===== src/shared/ssc_pkg.sv =====
/*
 * Constants for the synthesizer serial control port: address layout,
 * word lengths, load points, field positions and reset values.
 * Assumes a single 100 MHz clock domain in the design that imports it.
 */
package ssc_pkg;

    // Pins brought through the synchroniser
    localparam int SYNC_W = 6;
    localparam int PIN_SCL = 0;
    localparam int PIN_SDA = 1;
    localparam int PIN_CE = 2;
    localparam int PIN_FMT = 3;
    localparam int PIN_SEL0 = 4;
    localparam int PIN_SEL1 = 5;

    // Two-wire address byte
    localparam logic [4:0] ADDR_FIXED = 5'h18;
    localparam logic [1:0] ADDR_GENERAL = 2'h1;
    localparam logic ADDR_WRITE = 1'b0;
    localparam logic [3:0] BITS_PER_BYTE = 4'h8;

    // Three-wire word lengths and load points (edge counts before the edge)
    localparam logic [4:0] TW_LEN_SHORT = 5'h12;
    localparam logic [4:0] TW_LEN_LONG = 5'h13;
    localparam logic [4:0] TW_LEN_FULL = 5'h1B;
    localparam logic [4:0] TW_BAND_RISES = 5'h04;
    localparam logic [4:0] TW_FREQ_RISES = 5'h13;
    localparam logic [4:0] TW_CNT_MAX = 5'h1F;
    localparam int TW_SHIFT_W = 27;

    // Control field positions, same in control byte and long word tail
    localparam int CF_PUMP = 6;
    localparam int CF_TEST_HI = 5;
    localparam int CF_TEST_LO = 3;
    localparam int CF_RSA = 2;
    localparam int CF_RS_B = 1;
    localparam int CF_OFF = 0;
    localparam int DB_MSB = 7;

    // Reset values
    localparam logic [14:0] FREQ_RST = 15'h0000;
    localparam logic [3:0] BAND_RST = 4'h0;
    localparam logic PUMP_RST = 1'b1;
    localparam logic [2:0] TEST_RST = 3'h1;
    localparam logic RSA_RST = 1'b0;
    localparam logic OFF_RST = 1'b1;

    // Reference divider ratios
    localparam logic [10:0] RATIO_640 = 11'h280;
    localparam logic [10:0] RATIO_1024 = 11'h400;
    localparam logic [10:0] RATIO_512 = 11'h200;

    typedef enum logic [4:0] {
        I2C_IDLE = 5'b00001,
        I2C_ADDR = 5'b00010,
        I2C_ADDR_ACK = 5'b00100,
        I2C_DATA = 5'b01000,
        I2C_DATA_ACK = 5'b10000
    } ssc_i2c_state_type;

    typedef enum logic [3:0] {
        BYTE_DIV_HI = 4'b0001,
        BYTE_DIV_LO = 4'b0010,
        BYTE_CTRL = 4'b0100,
        BYTE_BAND = 4'b1000
    } ssc_byte_kind_type;

endpackage : ssc_pkg


===== src/verilog/ssc_pin_sync.sv =====
/*
 * Two-flop synchronisers with edge detection for the serial port pins.
 * Assumes the pins are asynchronous to clk; edges come from flop 2 and 3.
 */
`timescale 1ns/1ps
module ssc_pin_sync
    import ssc_pkg::*;
(
    // Clock and reset
    input wire logic clk,
    input wire logic srst,
    // Raw pins
    input wire logic [SYNC_W-1:0] pin_in,
    // Synchronised levels and edge pulses
    output logic [SYNC_W-1:0] level,
    output logic [SYNC_W-1:0] rise,
    output logic [SYNC_W-1:0] fall
);

    genvar gi;
    generate
        for (gi = 0; gi < SYNC_W; gi++) begin : g_pin
            logic meta_r;
            logic stab_r;
            logic prev_r;
            always_ff @(posedge clk) begin
                if (srst) begin
                    meta_r <= 1'b0;
                    stab_r <= 1'b0;
                    prev_r <= 1'b0;
                end else begin
                    meta_r <= pin_in[gi];
                    stab_r <= meta_r;
                    prev_r <= stab_r;
                end
            end
            assign level[gi] = stab_r;
            assign rise[gi] = stab_r & ~prev_r;
            assign fall[gi] = ~stab_r & prev_r;
        end
    endgenerate

endmodule : ssc_pin_sync


===== src/verilog/ssc_serial_port.sv =====
/*
 * Serial control front end of a PLL tuning synthesizer: write-only
 * two-wire slave or three-wire receiver feeding frequency, control and
 * band switch registers. Assumes all pins are asynchronous to clk and
 * that the open-drain data line is resolved outside from sda_oe.
 */
// How it works
// - Format pin high selects three-wire, low selects two-wire write protocol.
// - Acknowledge address byte with fixed upper bits, select bits and write bit.
// - Address select bits come from the decoded address select input.
// - Address with select value 01 is always acknowledged.
// - Data bytes auto-increment so address plus four bytes programs everything.
// - First data byte msb 0 means divider data, 1 means control data.
// - Data bytes keep being accepted and acknowledged until a STOP.
// - Frequency register loads after eighth clock of divider low byte.
// - Control register loads after eighth clock of control byte.
// - Band register loads after eighth clock of band byte.
// - Divider is seven bits of high byte then eight of low byte.
// - Control byte holds pump current, test bits, ratio selects, tuning off.
// - Tuning off 0 enables tuning output, 1 turns it off.
// - Low four band byte bits drive band outputs; upper bits ignored.
// - Ratio 640 when B is 0, 1024 for A0 B1, 512 for both 1.
// - Three-wire data shifts on clock falling edge while enable is high.
// - First four three-wire bits load band register on fifth rising edge.
// - 18 or 19 bit words load frequency when enable falls.
// - 18-bit word clears top divider bit, sets A; 19-bit clears A.
// - Words shorter than 18 bits leave frequency unchanged.
// - 27-bit word loads frequency on 20th rise, control on enable fall.
// - Pump, test, B and tuning off change only on 27-bit words.
// - Reset gives 280 uA pump, tuning off, normal test, parameter B.
`timescale 1ns/1ps
module ssc_serial_port
    import ssc_pkg::*;
#(
    parameter logic RATIO_B_RESET = 1'b1
) (
    // Clock and reset
    input wire logic clk,
    input wire logic srst,
    // Serial pins
    input wire logic scl_in,
    input wire logic sda_in,
    output logic sda_out,
    output logic sda_oe,
    input wire logic chip_enable_in,
    input wire logic bus_format_select,
    input wire logic [1:0] address_select_input,
    // Frequency register
    output logic [14:0] divider_value_bits,
    // Control register
    output logic pump_current_select,
    output logic [2:0] test_bits,
    output logic ratio_select_a,
    output logic ratio_select_b,
    output logic tuning_off,
    output logic tuning_out_enable,
    output logic [10:0] ref_divider_ratio,
    // Band switch register
    output logic [3:0] band_switch_outputs
);

    logic [SYNC_W-1:0] pin_raw;
    logic [SYNC_W-1:0] pin_lvl;
    logic [SYNC_W-1:0] pin_rise;
    logic [SYNC_W-1:0] pin_fall;

    assign pin_raw = {address_select_input, bus_format_select, chip_enable_in,
                      sda_in, scl_in};

    ssc_pin_sync u_sync (
        .clk(clk),
        .srst(srst),
        .pin_in(pin_raw),
        .level(pin_lvl),
        .rise(pin_rise),
        .fall(pin_fall)
    );

    logic scl_l;
    logic sda_l;
    logic ce_l;
    logic i2c_mode;
    logic [1:0] sel_bits;
    assign scl_l = pin_lvl[PIN_SCL];
    assign sda_l = pin_lvl[PIN_SDA];
    assign ce_l = pin_lvl[PIN_CE];
    assign i2c_mode = ~pin_lvl[PIN_FMT];
    assign sel_bits = {pin_lvl[PIN_SEL1], pin_lvl[PIN_SEL0]};

    // Two-wire receiver
    ssc_i2c_state_type st_r;
    logic [3:0] bits_r;
    logic [7:0] sh_r;
    logic oe_r;
    logic first_r;
    ssc_byte_kind_type ptr_r;
    ssc_byte_kind_type kind;
    ssc_byte_kind_type kind_nxt;
    logic addr_match;
    logic byte_done;

    assign addr_match = (sh_r[7:3] == ADDR_FIXED) && (sh_r[0] == ADDR_WRITE)
        && ((sh_r[2:1] == sel_bits) || (sh_r[2:1] == ADDR_GENERAL));
    assign byte_done = (st_r == I2C_DATA) && pin_fall[PIN_SCL]
        && (bits_r == BITS_PER_BYTE);

    always_comb begin
        kind = ptr_r;
        if (first_r) begin
            kind = sh_r[DB_MSB] ? BYTE_CTRL : BYTE_DIV_HI;
        end
        kind_nxt = BYTE_DIV_HI;
        unique case (kind)
            BYTE_DIV_HI: kind_nxt = BYTE_DIV_LO;
            BYTE_DIV_LO: kind_nxt = BYTE_CTRL;
            BYTE_CTRL: kind_nxt = BYTE_BAND;
            BYTE_BAND: kind_nxt = BYTE_DIV_HI;
        endcase
    end

    always_ff @(posedge clk) begin
        if (srst || !i2c_mode) begin
            st_r <= I2C_IDLE;
            bits_r <= 4'h0;
            sh_r <= 8'h00;
            oe_r <= 1'b0;
        end else if (scl_l && pin_fall[PIN_SDA]) begin
            st_r <= I2C_ADDR;
            bits_r <= 4'h0;
            oe_r <= 1'b0;
        end else if (scl_l && pin_rise[PIN_SDA]) begin
            st_r <= I2C_IDLE;
            oe_r <= 1'b0;
        end else begin
            unique case (st_r)
                I2C_IDLE: begin
                    oe_r <= 1'b0;
                end
                I2C_ADDR, I2C_DATA: begin
                    if (pin_rise[PIN_SCL]) begin
                        sh_r <= {sh_r[6:0], sda_l};
                        bits_r <= bits_r + 4'h1;
                    end else if (pin_fall[PIN_SCL] && bits_r == BITS_PER_BYTE) begin
                        bits_r <= 4'h0;
                        if (st_r == I2C_DATA) begin
                            st_r <= I2C_DATA_ACK;
                            oe_r <= 1'b1;
                        end else if (addr_match) begin
                            st_r <= I2C_ADDR_ACK;
                            oe_r <= 1'b1;
                        end else begin
                            st_r <= I2C_IDLE;
                        end
                    end
                end
                I2C_ADDR_ACK, I2C_DATA_ACK: begin
                    if (pin_fall[PIN_SCL]) begin
                        oe_r <= 1'b0;
                        st_r <= I2C_DATA;
                    end
                end
            endcase
        end
    end

    // Byte sequencing within one transfer
    always_ff @(posedge clk) begin
        if (srst || st_r == I2C_ADDR_ACK) begin
            first_r <= 1'b1;
            ptr_r <= BYTE_DIV_HI;
        end else if (byte_done) begin
            first_r <= (kind == BYTE_BAND);
            ptr_r <= kind_nxt;
        end
    end

    logic ld_hi;
    logic ld_lo;
    logic ld_ctrl;
    logic ld_band;
    assign ld_hi = byte_done && kind == BYTE_DIV_HI;
    assign ld_lo = byte_done && kind == BYTE_DIV_LO;
    assign ld_ctrl = byte_done && kind == BYTE_CTRL;
    assign ld_band = byte_done && kind == BYTE_BAND;

    logic [6:0] hold_hi_r;
    always_ff @(posedge clk) begin
        if (srst) begin
            hold_hi_r <= 7'h00;
        end else if (ld_hi) begin
            hold_hi_r <= sh_r[6:0];
        end
    end

    // Three-wire receiver
    logic [TW_SHIFT_W-1:0] sh3_r;
    logic [4:0] falls_r;
    logic [4:0] rises_r;
    always_ff @(posedge clk) begin
        if (srst || i2c_mode || pin_rise[PIN_CE]) begin
            sh3_r <= '0;
            falls_r <= 5'h00;
            rises_r <= 5'h00;
        end else if (ce_l) begin
            if (pin_fall[PIN_SCL]) begin
                sh3_r <= {sh3_r[TW_SHIFT_W-2:0], sda_l};
                if (falls_r != TW_CNT_MAX) begin
                    falls_r <= falls_r + 5'h01;
                end
            end
            if (pin_rise[PIN_SCL] && rises_r != TW_CNT_MAX) begin
                rises_r <= rises_r + 5'h01;
            end
        end
    end

    logic tw_band;
    logic tw_freq;
    logic tw_end;
    assign tw_band = !i2c_mode && ce_l && pin_rise[PIN_SCL] && rises_r == TW_BAND_RISES;
    assign tw_freq = !i2c_mode && ce_l && pin_rise[PIN_SCL] && rises_r == TW_FREQ_RISES;
    assign tw_end = !i2c_mode && pin_fall[PIN_CE];

    // Frequency register
    always_ff @(posedge clk) begin
        if (srst) begin
            divider_value_bits <= FREQ_RST;
        end else if (ld_lo) begin
            divider_value_bits <= {hold_hi_r, sh_r};
        end else if (tw_freq) begin
            divider_value_bits <= sh3_r[14:0];
        end else if (tw_end && falls_r == TW_LEN_LONG) begin
            divider_value_bits <= sh3_r[14:0];
        end else if (tw_end && falls_r == TW_LEN_SHORT) begin
            divider_value_bits <= {1'b0, sh3_r[13:0]};
        end
    end

    // Control register
    always_ff @(posedge clk) begin
        if (srst) begin
            pump_current_select <= PUMP_RST;
            test_bits <= TEST_RST;
            ratio_select_a <= RSA_RST;
            ratio_select_b <= RATIO_B_RESET;
            tuning_off <= OFF_RST;
        end else if (ld_ctrl) begin
            pump_current_select <= sh_r[CF_PUMP];
            test_bits <= sh_r[CF_TEST_HI:CF_TEST_LO];
            ratio_select_a <= sh_r[CF_RSA];
            ratio_select_b <= sh_r[CF_RS_B];
            tuning_off <= sh_r[CF_OFF];
        end else if (tw_end && falls_r == TW_LEN_FULL) begin
            pump_current_select <= sh3_r[CF_PUMP];
            test_bits <= sh3_r[CF_TEST_HI:CF_TEST_LO];
            ratio_select_a <= sh3_r[CF_RSA];
            ratio_select_b <= sh3_r[CF_RS_B];
            tuning_off <= sh3_r[CF_OFF];
        end else if (tw_end && falls_r == TW_LEN_LONG) begin
            ratio_select_a <= 1'b0;
        end else if (tw_end && falls_r == TW_LEN_SHORT) begin
            ratio_select_a <= 1'b1;
        end
    end

    // Derived control outputs, one clock behind the control register
    always_ff @(posedge clk) begin
        if (srst) begin
            tuning_out_enable <= ~OFF_RST;
            ref_divider_ratio <= RATIO_B_RESET ? (RSA_RST ? RATIO_512 : RATIO_1024)
                : RATIO_640;
        end else begin
            tuning_out_enable <= ~tuning_off;
            if (!ratio_select_b) begin
                ref_divider_ratio <= RATIO_640;
            end else if (!ratio_select_a) begin
                ref_divider_ratio <= RATIO_1024;
            end else begin
                ref_divider_ratio <= RATIO_512;
            end
        end
    end

    // Band switch register
    always_ff @(posedge clk) begin
        if (srst) begin
            band_switch_outputs <= BAND_RST;
        end else if (ld_band) begin
            band_switch_outputs <= sh_r[3:0];
        end else if (tw_band) begin
            band_switch_outputs <= sh3_r[3:0];
        end
    end

    // Open-drain acknowledge: only ever pulls low
    always_ff @(posedge clk) begin
        if (srst) begin
            sda_out <= 1'b0;
            sda_oe <= 1'b0;
        end else begin
            sda_out <= 1'b0;
            sda_oe <= oe_r;
        end
    end

endmodule : ssc_serial_port


===== config.mk =====
export PLATFORM = sky130hd
export DESIGN_NAME = ssc_serial_port
export DESIGN_NICKNAME = d
export VERILOG_FILES = /design/src/shared/ssc_pkg.sv /design/src/verilog/ssc_pin_sync.sv /design/src/verilog/ssc_serial_port.sv
export SDC_FILE = /design/constraint.sdc
export NUM_CORES = 1
export LEC_CHECK = 0
export BUFFER_PORTS_ARGS = -buffer_cell sky130_fd_sc_hd__buf_4
export CORE_MARGIN = 2
export CORE_UTILIZATION = 40
export CTS_CLUSTER_DIAMETER = 100
export DETAILED_ROUTE_END_ITERATION = 6
export PLACE_DENSITY = 0.63
export SETUP_SLACK_MARGIN = 0.05
export SYNTH_ARGS = -nofsm -noshare
export SYNTH_HDL_FRONTEND = slang
export SYNTH_SLANG_ARGS = --single-unit

===== constraint.sdc =====
create_clock -name clk -period 2.7 [get_ports clk]
set_input_delay 0.27 -clock clk [delete_from_list [all_inputs] [get_ports clk]]
set_output_delay 0.27 -clock clk [all_outputs]
set_load 0.03 [all_outputs]

### Yosys cells after proc, flatten, opt, wreduce, memory -nomap -nowiden

Cells that the tools add are included.

| cells by class | value |
|---|---|
| add/sub/neg operators | 3 |
| $mul | 0 |
| divide/modulo/power cells | 0 |
| $lt $le $gt $ge | 0 |
| eq/ne operators | 27 |
| shift-type cells | 0 |
| muxes and demuxes | 39 |
| bitwise gates (word level) | 18 |
| reductions and logical operators | 45 |

Operator list:

| kind | number |
|---|---|
| $mux W15 | 4 |
| $eq A5 B5 Y1 const B | 6 |
| $mux W11 | 2 |
| $logic_and A1 B1 Y1 | 20 |
| $mux W4 | 5 |
| $mux W5 | 4 |
| $pmux W4 S4 | 1 |
| $reduce_and A4 Y1 | 4 |
| $mux W1 | 15 |
| $mux W3 | 4 |
| $ne A4 B4 Y1 const B | 3 |
| $not A1 Y1 | 12 |
| $reduce_bool A4 Y1 | 3 |
| $add A5 B1 Y5 const B | 2 |
| $eq A5 B3 Y1 const B | 2 |
| $ne A5 B5 Y1 const B | 2 |
| $pmux W5 S2 | 1 |
| $eq A4 B4 Y1 const B | 2 |
| $reduce_bool A2 Y1 | 4 |
| $reduce_or A2 Y1 | 4 |
| $and A1 B1 Y1 | 6 |
| $ne A2 B2 Y1 const B | 3 |
| $reduce_and A3 Y1 | 2 |
| $eq A5 B1 Y1 const B | 1 |
| other kinds (14) | 20 |

| word-level totals | value |
|---|---|
| bits in registers | 109 |
| bits in latches | 0 |
| memory bits (writable) | 0 |
| memory bits (read-only) | 0 |
| input port bits | 8 |
| logic and storage cells | 169 |
| memories | 0 |

### Longest topological paths before layout

| logic depth | value |
|---|---|
| depth after elaboration | 10 |
| mapped depth | 8 |

### By module

From an unflattened synthesis, not the netlist that was laid out.

| second synthesis, totals | value |
|---|---|
| cells, all modules | 511 |
| area, all modules | 4638.2 µm² |

By module, submodules not included:

| module | instances | cells an instance | area each (µm²) |
|---|---|---|---|
| ssc_serial_port | 1 | 456 | 4028.9 |
| ssc_pin_sync | 1 | 55 | 609.3 |

### Worst setup path before layout

OpenSTA, ideal clock, no wires.

| timing path | value |
|---|---|
| kind | register -> register |
| from | reg rises_r[0] |
| to | reg rises_r[3] |
| arrival time | 1.657 ns |
| setup slack | 0.915 ns |
| stages on the path, launching flop included | 9 |
| clock period less this slack | 1.785 ns |
| cell sequence | dfxtp_1 -> ha_1 -> and3_1 -> ha_1 -> nor4bb_1 -> clkbuf_1 -> nand4_1 -> xor2_1 -> nor2_1 |

| on the way | value |
|---|---|
| longest elaborated chain between the ends | 3 |
| elaborated cells between the ends (all ways) | 4 |
| those cells by class | 1 x add/sub; 1 x eq/ne; 2 x reduce/logical |

RTL lines:

| item | RTL line | text |
|---|---|---|
| from (decl) | ssc_serial_port.sv:198 | `logic [4:0] rises_r;` |
| from (signal assigned) | ssc_serial_port.sv:212 | `rises_r <= rises_r + 5'h01;` |
| branches (longest 3 deep; another with $add A5 B1 Y5) | -- |  |

Several ways; the timed one is not identified.
A chain may end at the register's enable or synchronous reset.

### Worst setup path after layout

| timing path | value |
|---|---|
| from | reg u_sync.g_pin[0].stab_r |
| to | reg divider_value_bits[4] |

| on the way | value |
|---|---|
| longest elaborated chain between the ends | 6 |
| elaborated cells between the ends (all ways) | 11 |
| those cells by class | 2 x mux; 3 x bitwise; 6 x reduce/logical |

RTL lines:

| item | RTL line | text |
|---|---|---|
| from (decl) | ssc_pin_sync.sv:24 | `logic stab_r;` |
| from (signal assigned) | ssc_pin_sync.sv:33 | `stab_r <= meta_r;` |
| $not A1 Y1 | ssc_pin_sync.sv:39 | `assign fall[gi] = ~stab_r & prev_r;` |
| $and A1 B1 Y1 | ssc_pin_sync.sv:39 |  |
| $logic_and A1 B1 Y1 | ssc_serial_port.sv:104 | `assign byte_done = (st_r == I2C_DATA) && pin_fall[PIN_SCL]` |
| $logic_and A1 B1 Y1 | ssc_serial_port.sv:105 | `&& (bits_r == BITS_PER_BYTE);` |
| $logic_and A1 B1 Y1 | ssc_serial_port.sv:182 | `assign ld_lo = byte_done && kind == BYTE_DIV_LO;` |
| $reduce_bool A4 Y1 (no source line) / $mux W15 (equally long branches) | -- |  |
| to (signal assigned) | ssc_serial_port.sv:229 | `divider_value_bits <= {hold_hi_r, sh_r};` |
| to (signal assigned) | ssc_serial_port.sv:231 | `divider_value_bits <= sh3_r[14:0];` |
| to (signal assigned) | ssc_serial_port.sv:233 | `divider_value_bits <= sh3_r[14:0];` |
| to (decl) | ssc_serial_port.sv:49 | `output logic [14:0] divider_value_bits,` |

Several ways; a longest one is shown, not always the timed one.

==> results.md <==
* Total of max-cap violations at 0
* Die area at 12300 um2
* Mapped Avg Cell Area at 8.94 um2
* Setup Fix Bufs, Post-CTS at 0
* H-tree level count at 3
* TritonCTS clock tree: done
* Die Wd at 111 um
* Crit end category: register
* Clock sink total at 101
* Crit-path max FO at 15
* Slew headroom at 51.8%
* RSZ-0062 raised after global routing: no
* Critical path arrival at 2.21 ns
* Max-slew violations at 0
* CP max stage delay at 0.78 ns
* PostCTS Resize Cnt at 0
* Critical Path Start Type: register
* Placement Rows at 38
* Required time worst endpoint at 2.88 ns
* Post-DP HPWL at 7710 um
* Vias in the first global route at 3539
* Hold_buf cts at 0
* Die Y-Extent at 111 um
* Vias per cell at 5.51
* CTS max path bufs at 2
* Synth cell types at 64
* Ys flop type: dfxtp_1
* Yosys Warn Count at 0
* Ys async rst share at 0%
* GP Congestion at 0.846
* Gr usage total at 17.6%
* # setup viols final at 0
* Seq/Total Area, Yosys at 44.3%
* Number of port buffers at 38
* Pleak at 1.91 nW
* Skew-Pair Late Insertion Delay at 0.34 ns
* 1st-iter DRT viols at 246
* Flops & latches, synth at 101
* Post-Place Worst Slack at 0.679 ns
* Minimum clock period at 2.03 ns
* Max IR drop VDD at 0.000313 V
* Cell Area, Synth at 4560 um2
* Status: finished clean
* Final period util at 75.2%
* Critical path class: reg2reg
* Initial Util at 41.5%
* First-pass GRT wire length at 18100 um
* Delay-heaviest family, CP: simple AND/OR/NAND/NOR gates
* Crit-path slowest cell: or4_1
* EDFF count, synth at 0
* Initial antenna violation count at 0
* Reg2Reg Launch Point: u_sync.g_pin[0].stab_r
* Final #Nets at 549
* Antenna viol nets, final at 0
* Post-synthesis cell count at 510
* Worst Path Buf+Inv at 0
* Drt drc at 0
* Fmax at 493 MHz
* Fillcell total at 1049
* Power density cells at 558 nW/um2
* Root Buffer: clkbuf_16
* Num CTS Buffers at 9
* Worst hold path class: in2reg
* Core area at 11000 um2
* Final hold violation count at 0
* # IOs at 48
* Total grt overflow at 0
* Layout cells sized above 1 at 16.0%
* CTS clk-pin slew, worst paths at 0.07 ns
* Setup_tns at 0 ns
* Routed WL per cell at 15.9 um
* Fin worst setup slack at 0.670 ns
* Total wire length at 10800 um
* Min Hold Slack at 0.135 ns
* Crit path from: u_sync.g_pin[0].stab_r
* DR vias at 3738
* Slew @ Worst Pin at 0.723 ns
* Clock Skew at 0.0113 ns
* Cell chain of the critical path: nand4b_2, or4_1, nand3_1, a311oi_2
* Pin count of the biggest net entering global routing at 59
* HP Start: address_select_input[0]
* Antenna Cells at 0
* First-pass detailed-route iteration total at 4
* Layout area overhead at 14.1%
[through the flow]
step | total power [W] | cell area [um2] | std cells | util, %
after detailed placement | 0.00162 | 4900 | 662 | 44.6
after global placement | 0.00162 | 4900 | 662 | 44.6
after floorplan | 0.00161 | 4590 | 518 | -
after global routing | 0.00300 | 5200 | 678 | 47.4
final | 0.00290 | 5200 | 678 | 47.4
after CTS | 0.00293 | 5200 | 678 | 47.4
[kinds of logic after synthesis]
| kind of cell | after synthesis | share of synthesized area, % |
|---|---|---|
| AO/OA/AOI/OAI | 118 | 17.8 |
| XOR/XNOR | 10 | 2.09 |
| adder cells (fa/ha/maj) | 8 | 2.20 |
| buffers and inverters | 56 | 5.73 |
| flip-flops | 101 | 44.3 |
| multiplexers | 19 | 4.17 |
| other | 1 | 0.0822 |
| AND/OR/NAND/NOR | 197 | 23.5 |
[sequential cells by signal, summed over array words and instances, names as in the netlist, 5 cells and up]
name	cells
u_sync.g_pin.stab_r	6
u_sync.g_pin.meta_r	6
falls_r	5
divider_value_bits	15
hold_hi_r	7
sh_r	8
st_r	5
rises_r	5
sh3_r	15
[per-layer routing]
layer / routed length, um / GRT usage, % / vias to the layer above / part of all wire, %
met4: 158 / 5.42 / 0 / 1.5
li1: - / - / 1851 / -
met5: 0 / 0 / - / 0
met2: 4960 / 27.4 / 82 / 46
met1: 5260 / 25.2 / 1793 / 49
met3: 373 / 2.62 / 12 / 3.5
[cells in the final DEF (no fill, tap or decap), drive strengths merged, types with 2 or more instances in the layout]
cell type  instances
xor2               6
a32oi              2
xnor2              4
and4bb             3
a311oi            16
nand4              5
a21oi             39
o21ai             30
nand2b             4
buf               45
and3               3
or4                3
nor2              29
dfxtp            101
mux2i             19
nand3             36
nand4b             2
a21o               3
a211oi             8
nor2b             19
o31ai              3
nor4bb             2
inv               18
nor3              26
conb               9
clkbuf             9
or2                3
clkinvlp           2
nand2             47
and2               2
nor4               7
a31oi              2
nand3b             3
ha                 8
[path summary, 6_finish.rpt]
kind                                          endpoint  slack, ns  cells after the start
worst max-delay path             divider_value_bits[4]       0.67                      4
worst min-delay path            u_sync.g_pin[4].meta_r       0.13                      2
worst max register to register   divider_value_bits[4]       0.67                      4
worst min register to register  u_sync.g_pin[5].stab_r       0.44                      1
[worst reg2reg max path, stage by stage (launching register included)]
cell and delay, ns:
dfxtp_1 0.55, nand4b_2 0.22, or4_1 0.78, nand3_1 0.21, a311oi_2 0.11
[cell usage after synthesis, types with 2 or more instances]
master | instances | area share, %
mux2i_1 | 19 | 4.2
xor2_1 | 5 | 0.96
or2_1 | 2 | 0.27
and4bb_2 | 3 | 0.82
inv_1 | 15 | 1.2
o21ai_0 | 30 | 3.3
nand4_2 | 3 | 0.82
a311oi_1 | 7 | 1.3
dfxtp_1 | 101 | 44
nand2_1 | 47 | 3.9
nand4_1 | 2 | 0.27
xnor2_1 | 4 | 0.77
nand2b_1 | 4 | 0.55
nor4_1 | 5 | 0.69
nand3b_1 | 3 | 0.49
a311oi_2 | 9 | 3.0
nor4bb_1 | 2 | 0.44
nand3_1 | 35 | 3.8
nor2b_1 | 19 | 2.6
nor3_1 | 25 | 2.7
clkbuf_1 | 22 | 1.8
a31oi_1 | 2 | 0.27
ha_1 | 8 | 2.2
or4_1 | 3 | 0.49
nor2_1 | 29 | 2.4
a211oi_1 | 8 | 1.3
o31ai_1 | 3 | 0.49
buf_4 | 9 | 1.5
and3_1 | 3 | 0.41
a21o_1 | 3 | 0.49
a21oi_1 | 39 | 4.3
a32oi_1 | 2 | 0.38
and2_1 | 2 | 0.27
buf_2 | 7 | 0.77
[power breakdown]
part           internal (W)  switching (W)
logic             0.0000237      0.0000542
registers           0.00150      0.0000103
clock network      0.000730       0.000584
total               0.00225       0.000649
[layout make-up]
| cell class | instances | area (um2) | share of cell area, % |
|---|---|---|---|
| multi-input cells | 361 | 2310 | 44.3 |
| flip-flops and latches | 101 | 2020 | 38.9 |
| repair buffers | 45 | 338 | 6.49 |
| clock buffers | 9 | 225 | 4.33 |
| well taps | 140 | 175 | 3.37 |
| clock inverters | 7 | 80.1 | 1.54 |
| inverters | 15 | 56.3 | 1.08 |
(Power assumes the default switching activity.)
